### config.mk
export PLATFORM = sky130hd
export DESIGN_NAME = pio_port
export DESIGN_NICKNAME = d
export VERILOG_FILES = /design/src/pio_pkg.sv /design/src/pio_port.sv
export SDC_FILE = /design/constraint.sdc
export NUM_CORES = 1
export LEC_CHECK = 0
export BUFFER_PORTS_ARGS = -buffer_cell sky130_fd_sc_hd__buf_4
export CAP_MARGIN = 10
export CORE_AREA = 2 2 155 157
export CTS_CLUSTER_DIAMETER = 120
export DETAILED_ROUTE_END_ITERATION = 10
export DIE_AREA = 0 0 157 159
export PLACE_DENSITY = 0.6
export SLEW_MARGIN = 25
export SYNTH_ARGS = -nofsm -noshare
export SYNTH_HDL_FRONTEND = slang
export SYNTH_SLANG_ARGS = --single-unit
### constraint.sdc
create_clock -name clk -period 2.8 [get_ports clk]
set_clock_uncertainty 0.2 [all_clocks]
set_input_delay 0.56 -clock clk [delete_from_list [all_inputs] [get_ports clk]]
set_output_delay 0.56 -clock clk [all_outputs]
set_load 0.1 [all_outputs]
### src/pio_pkg.sv
// package for the programmable i/o port: widths, codes, carriers
package pio_pkg;
    // ============================================================
    // sizes
    localparam int PIO_PINS = 8;
    localparam int PIO_AUX_W = 16;
    localparam int PIO_SEL_W = 5;
    localparam int PIO_PAIRS = 4;
    // ============================================================
    // pin-form field positions
    localparam int PF_DM_LSB = 1;
    localparam int PF_OUT = 0;
    localparam int PF_SLW = 4;
    localparam int PF_BIE = 5;
    localparam int PF_IBD = 6;
    localparam int PF_VSEL = 7;
    // ============================================================
    // reset values and codes
    localparam logic [2:0] DM_ANALOG = 3'h0;
    localparam logic [2:0] DM_DIGZ = 3'h1;
    localparam logic [2:0] DM_PULLUP = 3'h2;
    localparam logic [2:0] DM_PULLDN = 3'h3;
    localparam logic [2:0] DM_ODLOW = 3'h4;
    localparam logic [2:0] DM_ODHIGH = 3'h5;
    localparam logic [2:0] DM_STRONG = 3'h6;
    localparam logic [2:0] DM_RESUD = 3'h7;
    localparam logic [1:0] RST_CFG_ANALOG = 2'h0;
    localparam logic [1:0] RST_CFG_PULLDN = 2'h1;
    localparam logic [1:0] RST_CFG_PULLUP = 2'h2;
    localparam logic [1:0] INT_OFF = 2'h0;
    localparam logic [1:0] INT_RISE = 2'h1;
    localparam logic [1:0] INT_FALL = 2'h2;
    localparam logic [1:0] INT_BOTH = 2'h3;
    localparam logic [1:0] VTH_HALF_VDD = 2'h0;
    // ============================================================
    // carriers
    typedef enum logic [1:0] {PIO_LOAD_IDLE, PIO_LOAD_COPY, PIO_LOAD_DONE} pio_load_t;
    typedef struct packed {
        logic strongHigh;
        logic strongLow;
        logic resHigh;
        logic resLow;
        logic slowSlew;
        logic regulatedHigh;
    } pio_drive_t;
    typedef struct packed {
        logic [PIO_PINS-1:0] outData;
        logic [PIO_PINS-1:0] dm0;
        logic [PIO_PINS-1:0] dm1;
        logic [PIO_PINS-1:0] dm2;
        logic [PIO_PINS-1:0] slew;
        logic [PIO_PINS-1:0] bidirEn;
        logic [PIO_PINS-1:0] inBufDis;
        logic [PIO_PINS-1:0] vselReg;
    } pio_cfg_t;
endpackage : pio_pkg

### src/pio_port.sv
// programmable i/o port: drive modes, config forms, edge interrupts, reset load
`timescale 1ns/1ns
module pio_port
    import pio_pkg::*;
(
    input wire logic clk,
    input wire logic rst,
    input wire logic [1:0] nvResetCfg,
    input wire logic [PIO_PINS-1:0] portWrEn,
    input wire logic [2:0] portWrSel,
    input wire logic [PIO_PINS-1:0] portWrData,
    input wire logic pinWrEn,
    input wire logic [2:0] pinWrIdx,
    input wire logic [7:0] pinWrData,
    input wire logic [2:0] pinRdIdx,
    output logic [7:0] pinRdData,
    input wire logic [PIO_AUX_W-1:0] auxOe,
    input wire logic [PIO_PINS*PIO_SEL_W-1:0] auxSel,
    input wire logic [2*PIO_PINS-1:0] intType,
    input wire logic intStatClr,
    input wire logic lowPower,
    input wire logic lvttlSel,
    input wire logic [2*PIO_PAIRS-1:0] pairThreshSel,
    input wire logic [PIO_PINS-1:0] pinIn,
    output logic [PIO_PINS-1:0] pinOut,
    output logic [PIO_PINS-1:0] pinOe_n,
    output pio_drive_t [PIO_PINS-1:0] pinDrive,
    output logic [PIO_PINS-1:0] inBufEn,
    output logic thresholdLvttl,
    output logic [2*PIO_PAIRS-1:0] pairThresh,
    output logic [PIO_PINS-1:0] pinStateRead,
    output logic [PIO_PINS-1:0] intStatus,
    output logic portIrq,
    output logic cfgLoaded
);
    // ============================================================
    // decode helpers
    function automatic logic edgeHit(input logic [1:0] sel, input logic cur, input logic prev);
        logic rise;
        logic fall;
        rise = cur & ~prev;
        fall = ~cur & prev;
        unique case (sel)
            INT_OFF: edgeHit = 1'b0;
            INT_RISE: edgeHit = rise;
            INT_FALL: edgeHit = fall;
            INT_BOTH: edgeHit = rise | fall;
        endcase
    endfunction : edgeHit
    function automatic logic [2:0] resetMode(input logic [1:0] cfg);
        unique case (cfg)
            RST_CFG_PULLDN: resetMode = DM_PULLDN;
            RST_CFG_PULLUP: resetMode = DM_PULLUP;
            default: resetMode = DM_ANALOG;
        endcase
    endfunction : resetMode
    // ============================================================
    // configuration state shared by both register forms
    pio_cfg_t cfg_q;
    pio_cfg_t cfg_d;
    pio_load_t load_q;
    pio_load_t load_d;
    logic [1:0] rstCfg_q;
    logic [1:0] rstCfg_d;
    logic lvttl_q;
    logic lvttl_d;
    logic [2*PIO_PAIRS-1:0] pairTh_q;
    logic [2*PIO_PAIRS-1:0] pairTh_d;
    always_comb begin
        cfg_d = cfg_q;
        load_d = load_q;
        rstCfg_d = rstCfg_q;
        lvttl_d = lvttlSel;
        pairTh_d = pairThreshSel;
        unique case (load_q)
            PIO_LOAD_IDLE: begin
                rstCfg_d = nvResetCfg;
                load_d = PIO_LOAD_COPY;
            end
            PIO_LOAD_COPY: begin
                for (int i = 0; i < PIO_PINS; i++) begin
                    {cfg_d.dm2[i], cfg_d.dm1[i], cfg_d.dm0[i]} = resetMode(rstCfg_q);
                end
                load_d = PIO_LOAD_DONE;
            end
            PIO_LOAD_DONE: begin
                for (int i = 0; i < PIO_PINS; i++) begin
                    if (portWrEn[i]) begin
                        unique case (portWrSel)
                            3'h0: cfg_d.outData[i] = portWrData[i];
                            3'h1: cfg_d.dm0[i] = portWrData[i];
                            3'h2: cfg_d.dm1[i] = portWrData[i];
                            3'h3: cfg_d.dm2[i] = portWrData[i];
                            3'h4: cfg_d.slew[i] = portWrData[i];
                            3'h5: cfg_d.bidirEn[i] = portWrData[i];
                            3'h6: cfg_d.inBufDis[i] = portWrData[i];
                            3'h7: cfg_d.vselReg[i] = portWrData[i];
                        endcase
                    end
                end
                if (pinWrEn) begin
                    cfg_d.outData[pinWrIdx] = pinWrData[PF_OUT];
                    cfg_d.dm0[pinWrIdx] = pinWrData[PF_DM_LSB];
                    cfg_d.dm1[pinWrIdx] = pinWrData[PF_DM_LSB+1];
                    cfg_d.dm2[pinWrIdx] = pinWrData[PF_DM_LSB+2];
                    cfg_d.slew[pinWrIdx] = pinWrData[PF_SLW];
                    cfg_d.bidirEn[pinWrIdx] = pinWrData[PF_BIE];
                    cfg_d.inBufDis[pinWrIdx] = pinWrData[PF_IBD];
                    cfg_d.vselReg[pinWrIdx] = pinWrData[PF_VSEL];
                end
            end
            default: load_d = PIO_LOAD_IDLE;
        endcase
    end
    always_ff @(posedge clk) begin
        if (rst) begin
            cfg_q <= '0; // analog until loaded
            load_q <= PIO_LOAD_IDLE;
            rstCfg_q <= RST_CFG_ANALOG;
            lvttl_q <= 1'b0;
            pairTh_q <= {PIO_PAIRS{VTH_HALF_VDD}};
        end else begin
            cfg_q <= cfg_d; // held regardless of lowPower
            load_q <= load_d;
            rstCfg_q <= rstCfg_d;
            lvttl_q <= lvttl_d;
            pairTh_q <= pairTh_d;
        end
    end
    assign cfgLoaded = (load_q == PIO_LOAD_DONE);
    assign thresholdLvttl = lvttl_q;
    assign pairThresh = pairTh_q;
    always_comb begin
        pinRdData = {cfg_q.vselReg[pinRdIdx], cfg_q.inBufDis[pinRdIdx],
            cfg_q.bidirEn[pinRdIdx], cfg_q.slew[pinRdIdx], cfg_q.dm2[pinRdIdx],
            cfg_q.dm1[pinRdIdx], cfg_q.dm0[pinRdIdx], cfg_q.outData[pinRdIdx]};
    end
    // ============================================================
    // pin drivers
    logic [PIO_PINS-1:0] driveOn;
    logic [PIO_PINS-1:0] bufOn;
    generate
        for (genvar p = 0; p < PIO_PINS; p++) begin : g_pin
            logic [2:0] mode;
            logic [2:0] effMode;
            logic oeSig;
            logic d;
            assign mode = {cfg_q.dm2[p], cfg_q.dm1[p], cfg_q.dm0[p]};
            assign oeSig = auxOe[auxSel[p*PIO_SEL_W +: 4]] & auxSel[p*PIO_SEL_W+4];
            assign effMode = (cfg_q.bidirEn[p] && !oeSig) ? DM_DIGZ : mode;
            assign d = cfg_q.outData[p];
            always_comb begin
                pinDrive[p] = '0;
                unique case (effMode)
                    DM_ANALOG, DM_DIGZ: pinDrive[p] = '0;
                    DM_PULLUP: begin
                        pinDrive[p].resHigh = d;
                        pinDrive[p].strongLow = ~d;
                    end
                    DM_PULLDN: begin
                        pinDrive[p].strongHigh = d;
                        pinDrive[p].resLow = ~d;
                    end
                    DM_ODLOW: pinDrive[p].strongLow = ~d;
                    DM_ODHIGH: pinDrive[p].strongHigh = d;
                    DM_STRONG: begin
                        pinDrive[p].strongHigh = d;
                        pinDrive[p].strongLow = ~d;
                    end
                    DM_RESUD: begin
                        pinDrive[p].resHigh = d;
                        pinDrive[p].resLow = ~d;
                    end
                endcase
                pinDrive[p].slowSlew = cfg_q.slew[p]
                    & (effMode inside {DM_ODLOW, DM_ODHIGH, DM_STRONG});
                pinDrive[p].regulatedHigh = cfg_q.vselReg[p];
            end
            assign driveOn[p] = pinDrive[p].strongHigh | pinDrive[p].strongLow
                | pinDrive[p].resHigh | pinDrive[p].resLow;
            assign bufOn[p] = (mode != DM_ANALOG) & ~cfg_q.inBufDis[p];
        end
    endgenerate
    always_comb begin
        pinOut = cfg_q.outData;
        pinOe_n = ~driveOn;
        inBufEn = bufOn;
    end
    // ============================================================
    // input sync, pin state, edge interrupts
    logic [PIO_PINS-1:0] sync1_q;
    logic [PIO_PINS-1:0] sync1_d;
    logic [PIO_PINS-1:0] sync2_q;
    logic [PIO_PINS-1:0] sync2_d;
    logic [PIO_PINS-1:0] prev_q;
    logic [PIO_PINS-1:0] prev_d;
    logic [PIO_PINS-1:0] stat_q;
    logic [PIO_PINS-1:0] stat_d;
    logic [PIO_PINS-1:0] hit;
    always_comb begin
        sync1_d = pinIn;
        sync2_d = sync1_q;
        prev_d = sync2_q;
        for (int i = 0; i < PIO_PINS; i++) begin
            hit[i] = bufOn[i] & edgeHit(intType[2*i +: 2], sync2_q[i], prev_q[i]);
        end
        stat_d = (intStatClr ? '0 : stat_q) | hit; // set wins; ignores lowPower
    end
    // sync chain keeps sampling through reset: no false edge after release
    always_ff @(posedge clk) begin
        sync1_q <= sync1_d;
        sync2_q <= sync2_d;
        prev_q <= prev_d;
        if (rst) begin
            stat_q <= '0;
        end else begin
            stat_q <= stat_d;
        end
    end
    assign pinStateRead = sync2_q & bufOn;
    assign intStatus = stat_q;
    assign portIrq = |stat_q;
endmodule : pio_port

==> results.txt, run 1 <==
The worst-case headroom to the max-slew limit came out at 0.590. TritonCTS built the clock tree. The instance count along the most critical hold path came out at 1. The tightest hold path in the finished design has a slack of 0.0902 ns.

In this run, synthesis produced a sequential element count of 109. The maximum net fanout on the critical path is 6. Signal routing reaches up to met5. The endpoint identified for the worst register-to-register timing path is cfg_q[43]. The initial antenna violation count came to 1. The half-perimeter wire length after placement is roughly 23 mm. The total clock buffers created by CTS is 9. The number of distinct library cells after synthesis is 56.

The worst setup path is captured at a primary output. The share of async-settable or async-resettable flops after synthesis came out at 0. The starting utilization of the core area came out at 0.397. Compared with the post-synthesis result, the final layout area differs by 40.3%. The final standard cell count with taps included and fillers excluded came out at 1589. The total number of vias is 8907. The clock sink count is 109. The mean instance size in the synthesized netlist is just under 9 µm². The areal power density over the cells came out at 498 nW/µm². The post-route worst setup slack came out at -0.0893 ns. The CTS root buffer is clkbuf_16. The count of inserted antenna diode cells came out at 0. The share of layout cells above drive strength 1 is 0.402.

The die boundary width came out at 157 µm. The area enclosed by the die boundary is 25000 µm². Setup repair after global routing could not meet its margin everywhere. The number of global-route vias before repair came out at 8490. The category of the worst setup path launch point is an input pin. The net count after synthesis came out at 1206. In the finished design, the share of the clock period the worst path needs comes to 1.03.

The number of input and output port buffers inserted is 234. Setup violations remaining at the end of the flow were counted as 10. The maximum ir drop on the vdd rail is about 0.00045 V. The total track usage is 0.247. For this run, the leading register cell type out of synthesis is dfxtp_1. In the final routed layout, each cell accounts on average for 20.1 µm. The first routing iteration left between 600 and 700 violations. Clock-pin slew was measured on the worst setup and hold paths at roughly 0.070 ns. The average via count per standard cell is ~5.6.

The die span in y came out at 159 µm. Counting the fill cells in the layout gives 2103. The top-level port count is approximately 240. The multi-input combinational cells in the finished layout cover a total of 6870 µm².

The total iterations of the first detailed-routing run is 6. The Yosys warning count is 0. The global-route wire length before repair is slightly below 50 mm.

CTS built an H-tree with a depth of 3. The data required time at the worst endpoint came out at between 2 and 2.5 ns. The maximum number of pins on one net before global-route repair came out at between 50 and 60. The final weighted congestion in routability-driven placement is 0.831. The detailed router put a total of approximately 14 mm of wire on met1. Counting flops with a built-in enable in the synthesized netlist gives 0. The DRC violation count after routing is 0. For this run, the top clock speed supported by timing is between 0.3 and 0.4 GHz. Summed over all nets, wire length on met2 after detailed routing comes to 15.1 mm. Once layout is complete, the utilization of the core stands at 0.557. Across all register-to-register paths, the minimum setup slack is 0.74 ns.

The total met3 wirelength after detailed routing came out at 2.38 mm. The cell area after technology mapping is 9200 µm². The worst setup path is of the in -> out kind. The class of the tightest hold or removal check is in -> reg. The total count of hold-check failures in the final report was 0. The final critical path time including I/O delays and setup came out at 2.89 ns. The startpoint identified for the worst register-to-register timing path is load_q[0].

The area of the core came out at 23200 µm². In this run the deepest clock path goes through 2 buffers. The number of cells on the worst reg-to-reg path is 5. The area taken by flip-flops and latches is 2180 µm². The post-route setup TNS is -0.331 ns. The gate count of the mapped netlist is ~1100. In this run the most critical hold path is launched from pinIn[7].

The final reports fail on negative setup slack. Summed over all cells, the static leakage comes to 0.00504 µW. The total placed cells including tap cells is 1561. The detailed-route wire length came out at 31.9 mm. The register area share after synthesis is 0.237.

The standard-cell row count is 56. The arrival time at the worst endpoint came out at 2.13 ns. The path with the worst hold slack has its endpoint at sync1_q[7]. For the worst-skew pair, the clock arrives at the later sink with an insertion delay of 0.37 ns. The tool flagged a number of max-cap violations equal to 0. The slew at the pin with the worst max-slew slack came out at 0.615 ns. The final layout contains 1415 nets. The flow ran to the end, but the final reports show violations. Leaving out fill and tap cells, the most frequent cell in the layout is buf_4.

The final count of pins violating max slew is 0. The number of antenna-violating nets in the routed design is 0. Summed over all layers, the global routing overflow is 0. Leaving out fill and tap cells, the most frequent cells in the layout are 232 x buf_4, 109 x dfxtp_1, 83 x nor2_1.
==> Yosys cell counts, types with 23 or more instances <==
| cell type | instances | share of area |
|---|---|---|
| a21o_1 | 34 | 0.028 |
| a21oi_1 | 79 | 0.043 |
| clkbuf_1 | 64 | 0.026 |
| dfxtp_1 | 109 | 0.24 |
| inv_1 | 23 | 0.0094 |
| mux2i_1 | 74 | 0.080 |
| mux4_2 | 32 | 0.078 |
| nand2_1 | 69 | 0.028 |
| nand2b_1 | 27 | 0.018 |
| nand3_1 | 28 | 0.015 |
| nand4b_1 | 27 | 0.026 |
| nor2_1 | 83 | 0.034 |
| o21ai_0 | 62 | 0.034 |
| xnor2_1 | 24 | 0.023 |
==> sequential cells by signal, summed over array words and instances (netlist names) <==
register        count
pinDrive            8
pinOut              8
prev_d              8
thresholdLvttl      1
prev_q              8
intStatus           8
pairThresh          8
cfg_q              48
rstCfg_q            2
sync1_q             8
load_q              2
==> layout make-up <==
cell class              instances  area share
inverters                      23     0.00668
clock buffers                  11      0.0188
multi-input cells             797       0.532
flip-flops and latches        109       0.169
well taps                     319      0.0309
clock inverters                 5     0.00455
repair buffers                325       0.238
==> kinds of logic (layout without fill, tap and decap cells) <==
family	after synthesis	after routing	synth area share
flops	109	109	0.237
mux	136	136	0.195
compound gates	286	286	0.213
xor+xnor	24	24	0.0228
fa+ha+maj	21	21	0.0285
buf+inv	150	364	0.0969
simple gates	330	330	0.206
==> worst max path at each step <==
| stage | slack (ns) | endpoint | start |
|---|---|---|---|
| floorplan | -0.68 | pinDrive[43] | auxSel[37] |
| global placement | -0.17 | pinDrive[34] | auxSel[27] |
| detailed placement | -0.18 | pinDrive[34] | auxSel[27] |
| CTS | -0.1 | pinDrive[34] | auxSel[27] |
| global route | -0.16 | pinDrive[34] | auxSel[27] |
| finish | -0.09 | pinDrive[32] | auxSel[27] |
==> report_power, final <==
group          internal, µW  total (µW)  switching [µW]
combinational          1060        3200            2140
clock                   721        1340             622
sequential             1660        1890             232
==> layer usage <==
| layer | track usage | vias to the layer above |
|---|---|---|
| met4 | 0.0655 | 2 |
| met3 | 0.0520 | 32 |
| met2 | 0.399 | 338 |
| li1 | - | 4270 |
| met1 | 0.334 | 4265 |
| met5 | 0 | - |
==> worst max-delay path, cell delays in order <==
cell	delay, ns
buf_12	0.11
mux2i_2	0.14
and3_1	0.14
o41a_1	0.44
buf_6	0.15
buf_6	0.11
a211oi_4	0.26
buf_12	0.21
==> what timing repair did <==
action | CTS | global route
pin swaps | 19 | 18
hold buffers | 0 | 0
buffers inserted | 2 | 10
endpoints found under the setup margin | 46 | 44
resized for setup | 127 | 43
==> stage by stage <==
stage,total power [µW],instance area (µm²),setup WS [ns]
2_1_floorplan,4170,9850,-0.684
3_3_place_gp,4930,11800,-0.167
3_5_place_dp,4950,11800,-0.177
4_1_cts,6410,12700,-0.0982
5_1_grt,6680,12900,-0.156
6_report,6430,12900,-0.0893
Power figures use the tool's default switching activity.
==> run 2, diff against run 1 <==
--- a/config.mk
+++ b/config.mk
@@ -12,6 +12,7 @@
 export DETAILED_ROUTE_END_ITERATION = 10
 export DIE_AREA = 0 0 157 159
 export PLACE_DENSITY = 0.6
+export RECOVER_POWER = 25
 export SLEW_MARGIN = 25
 export SYNTH_ARGS = -nofsm -noshare
 export SYNTH_HDL_FRONTEND = slang
==> run 2 against run 1 <==
Effect of this change: the flow finishes with violations (max-capacitance violations, max-slew violations, negative setup slack); global-route usage is the same; via count is essentially flat; die area is the same; routed wire length shrank 0.14%; register-to-register slack lost 0.03 ns; largest power group unchanged; setup slack is essentially flat; critical path depth is the same; worst hold slack gained 0.022 ns; fmax is essentially flat; design area shrank 0.25%.
==> results.txt, run 2 (synthesis results as in run 1) <==
The multi-input combinational cells in the finished layout cover a total of 6870 µm². Data on the critical path arrives at its endpoint at 2.13 ns. The clock network latency to the later pin of the worst-skew pair came out at 0.37 ns. The category of the worst setup path launch point is an input pin.

The flow ran to the end, but the final reports show violations. The number of antenna-violating nets in the routed design is 0. The most critical setup path has its endpoint at pinDrive[32]. Across all layers, the routed design uses slightly below 9000 vias.

Derived from the worst setup path, the maximum achievable clock frequency is 0.346 GHz. The detailed-route wire length is 31.8 mm. The largest single stage delay on the critical path is roughly 0.44 ns.

The setup slack on the worst flop-to-flop path came out at slightly above 0.7 ns. After detailed placement, the design holds a cell count of 1561. The top cell types in the final layout, fill and taps aside, are 215 x buf_4, 109 x dfxtp_1, 83 x nor2_1. The die span in y is 159 µm. The worst-case reg-to-reg path depth came out at 5. In this run the static leakage power is 0.00501 µW. The leftover overflow at the end of global routing is 0. The total count of hold-check failures in the final report was 0. At the pin with the least slew margin, the transition time is 1.52 ns. The share of layout cells above drive strength 1 came out at 0.395. In this run the clock root is driven by a clkbuf_16. Excluding fillers, the count of instances in the completed layout stands at 1589.

The die covers 25000 µm². At the worst endpoint, the required time is between 2 and 2.5 ns. In this run, the number of DRC markers left after iteration 0 of detailed routing was 638. The flip-flop count of the largest register after layout is 48. The class of the tightest hold or removal check is in -> reg. Across the run, the number of max-cap violations was 1. The area taken by flip-flops and latches is 2180 µm².

The total clock buffers created by CTS is 9. The placement-stage worst setup slack came out at -0.177 ns. The reg-to-reg critical path startpoint is load_q[0]. Dividing the detail-routed wire length by the instance count gives ~20 µm. The final weighted congestion in routability-driven placement came out at between 0.8 and 0.9. The TritonCTS clock tree is built.

VDD sags by at most 0.000445 V. Dividing the final minimum period by the clock period gives 1.03. The initial antenna violation count came out at 1. The maximum number of pins on one net before global-route repair came out at 58. The final count of pins violating max slew came out at 33.

The wire-length estimate of the detail-placed layout is roughly 23 mm. In the routed design, unresolved DRC markers number 0. cfg_q holds more flip-flops than any other register. The net count of the finished layout is 1415. The clock sink count is 109. The total iterations of the first detailed-routing run came out at 5. The post-route worst setup slack is -0.0893 ns. The global-route wire length before repair came out at 48.6 mm. The most critical setup path has its startpoint at auxSel[27].

Among all stages on the critical path, the largest delay is contributed by o41a_1. The average via count per standard cell is around 5.6. The top-level port count came out at about 240. The checks that failed: max-capacitance violations, max-slew violations, negative setup slack.

The worst setup path is of the in -> out kind. CTS built an H-tree with a depth of 3. The destination of the worst register-to-register timing path is cfg_q[43]. The filler cell count in the final layout is 2111. The post-CTS clock slew at the launch and capture registers of the worst setup and hold paths is about 0.07 ns. After layout, the design draws a total of about 6400 µW. Headroom to the max-slew limit came out at -0.0141. Of all nets on the critical path, the largest fanout is 6. The signal on the critical path passes through buf_12, mux2i_2, and3_1, o41a_1, buf_6, buf_6, a211oi_4, buf_12. The total area inside the core boundary comes to 23200 µm². Input and output buffers added on the ports amount to 234. The standard-cell row count is 56. The count of inserted antenna diode cells is 0. The total track usage is 0.247. Setup repair after global routing could not meet its margin everywhere. STA classifies the critical path endpoint as a primary output. The number of failing setup endpoints in the final timing report came out at 10. The final critical path time including I/O delays and setup is 2.89 ns. The layout overhead on the synthesized area is 40.0%. The areal power density over the cells came out at approximately 500 nW/µm². The maximum buffer depth of the clock tree is 2. The starting utilization of the core area is 0.397. The die boundary width came out at 157 µm. The most frequent standard cell in the layout excluding fill and tap cells is buf_4. Adding up every negative setup slack in the final design gives -0.338 ns. The number of global-route vias before repair is 8490. The number of hold buffers added after CTS is 0.
run 2: cell types whose count changed in the layout (fill, tap and decap cells not counted):
cell	previous run	this run
clkbuf_2	0	1
clkbuf_1	1	9
buf_4	232	215
clkbuf_4	0	8
run 2: repair_timing:
| action | CTS | global route |
|---|---|---|
| gates cloned | 0 | 0 |
| setup endpoints to repair | 46 | 44 |
| resized for setup | 127 | 43 |
| endpoints found under the hold margin | 0 | 0 |
| setup buffers | 2 | 10 |
| pin swaps | 19 | 18 |
run 2: how the worst min path moves through the flow:
stage               start         end  slack [ns]  cells after the start
6_report         pinIn[7]  sync1_q[7]        0.11                      1
4_1_cts          pinIn[5]  sync1_q[5]        0.08                      1
3_3_place_gp   sync1_q[5]   prev_d[5]        0.11                      0
2_1_floorplan  sync1_q[0]   prev_d[0]        0.11                      0
5_1_grt          pinIn[7]  sync1_q[7]        0.10                      1
3_5_place_dp   sync1_q[0]   prev_d[0]        0.11                      0
run 2: where the power goes:
part / switching [µW] / leakage (µW) / internal [µW]
logic: 2140 / 0.00397 / 1060
clock network: 621 / 0.000142 / 721
registers: 232 / 0.000895 / 1660
run 2: final cells by class:
| cell class | instances | share of cell area |
|---|---|---|
| inverters | 23 | 0.00670 |
| flip-flops and latches | 109 | 0.169 |
| well taps | 319 | 0.0310 |
| repair buffers | 325 | 0.237 |
| multi-input cells | 797 | 0.533 |
| clock inverters | 5 | 0.00456 |
| clock buffers | 11 | 0.0188 |
run 2: routing by layer:
metal	wire length, µm	up-vias	global-route usage
met2	15000	330	0.399
li1	-	4270	-
met1	14000	4267	0.334
met5	16	-	0
met3	2380	32	0.0520
met4	446	2	0.0655
run 2: worst max-delay path, delay by kind of cell:
kind | cells | cell delay [ns]
buffers and inverters | 4 | 0.58
AND/OR/NAND/NOR | 1 | 0.14
AO/OA/AOI/OAI | 2 | 0.70
multiplexers | 1 | 0.14
run 2: stage by stage:
stage,util,cell area (µm²),hold WS [ns]
floorplan,-,9850,0.110
global placement,0.510,11800,0.110
detailed placement,0.510,11800,0.112
CTS,0.546,12700,0.0804
global route,0.556,12900,0.103
finish,0.556,12900,0.112
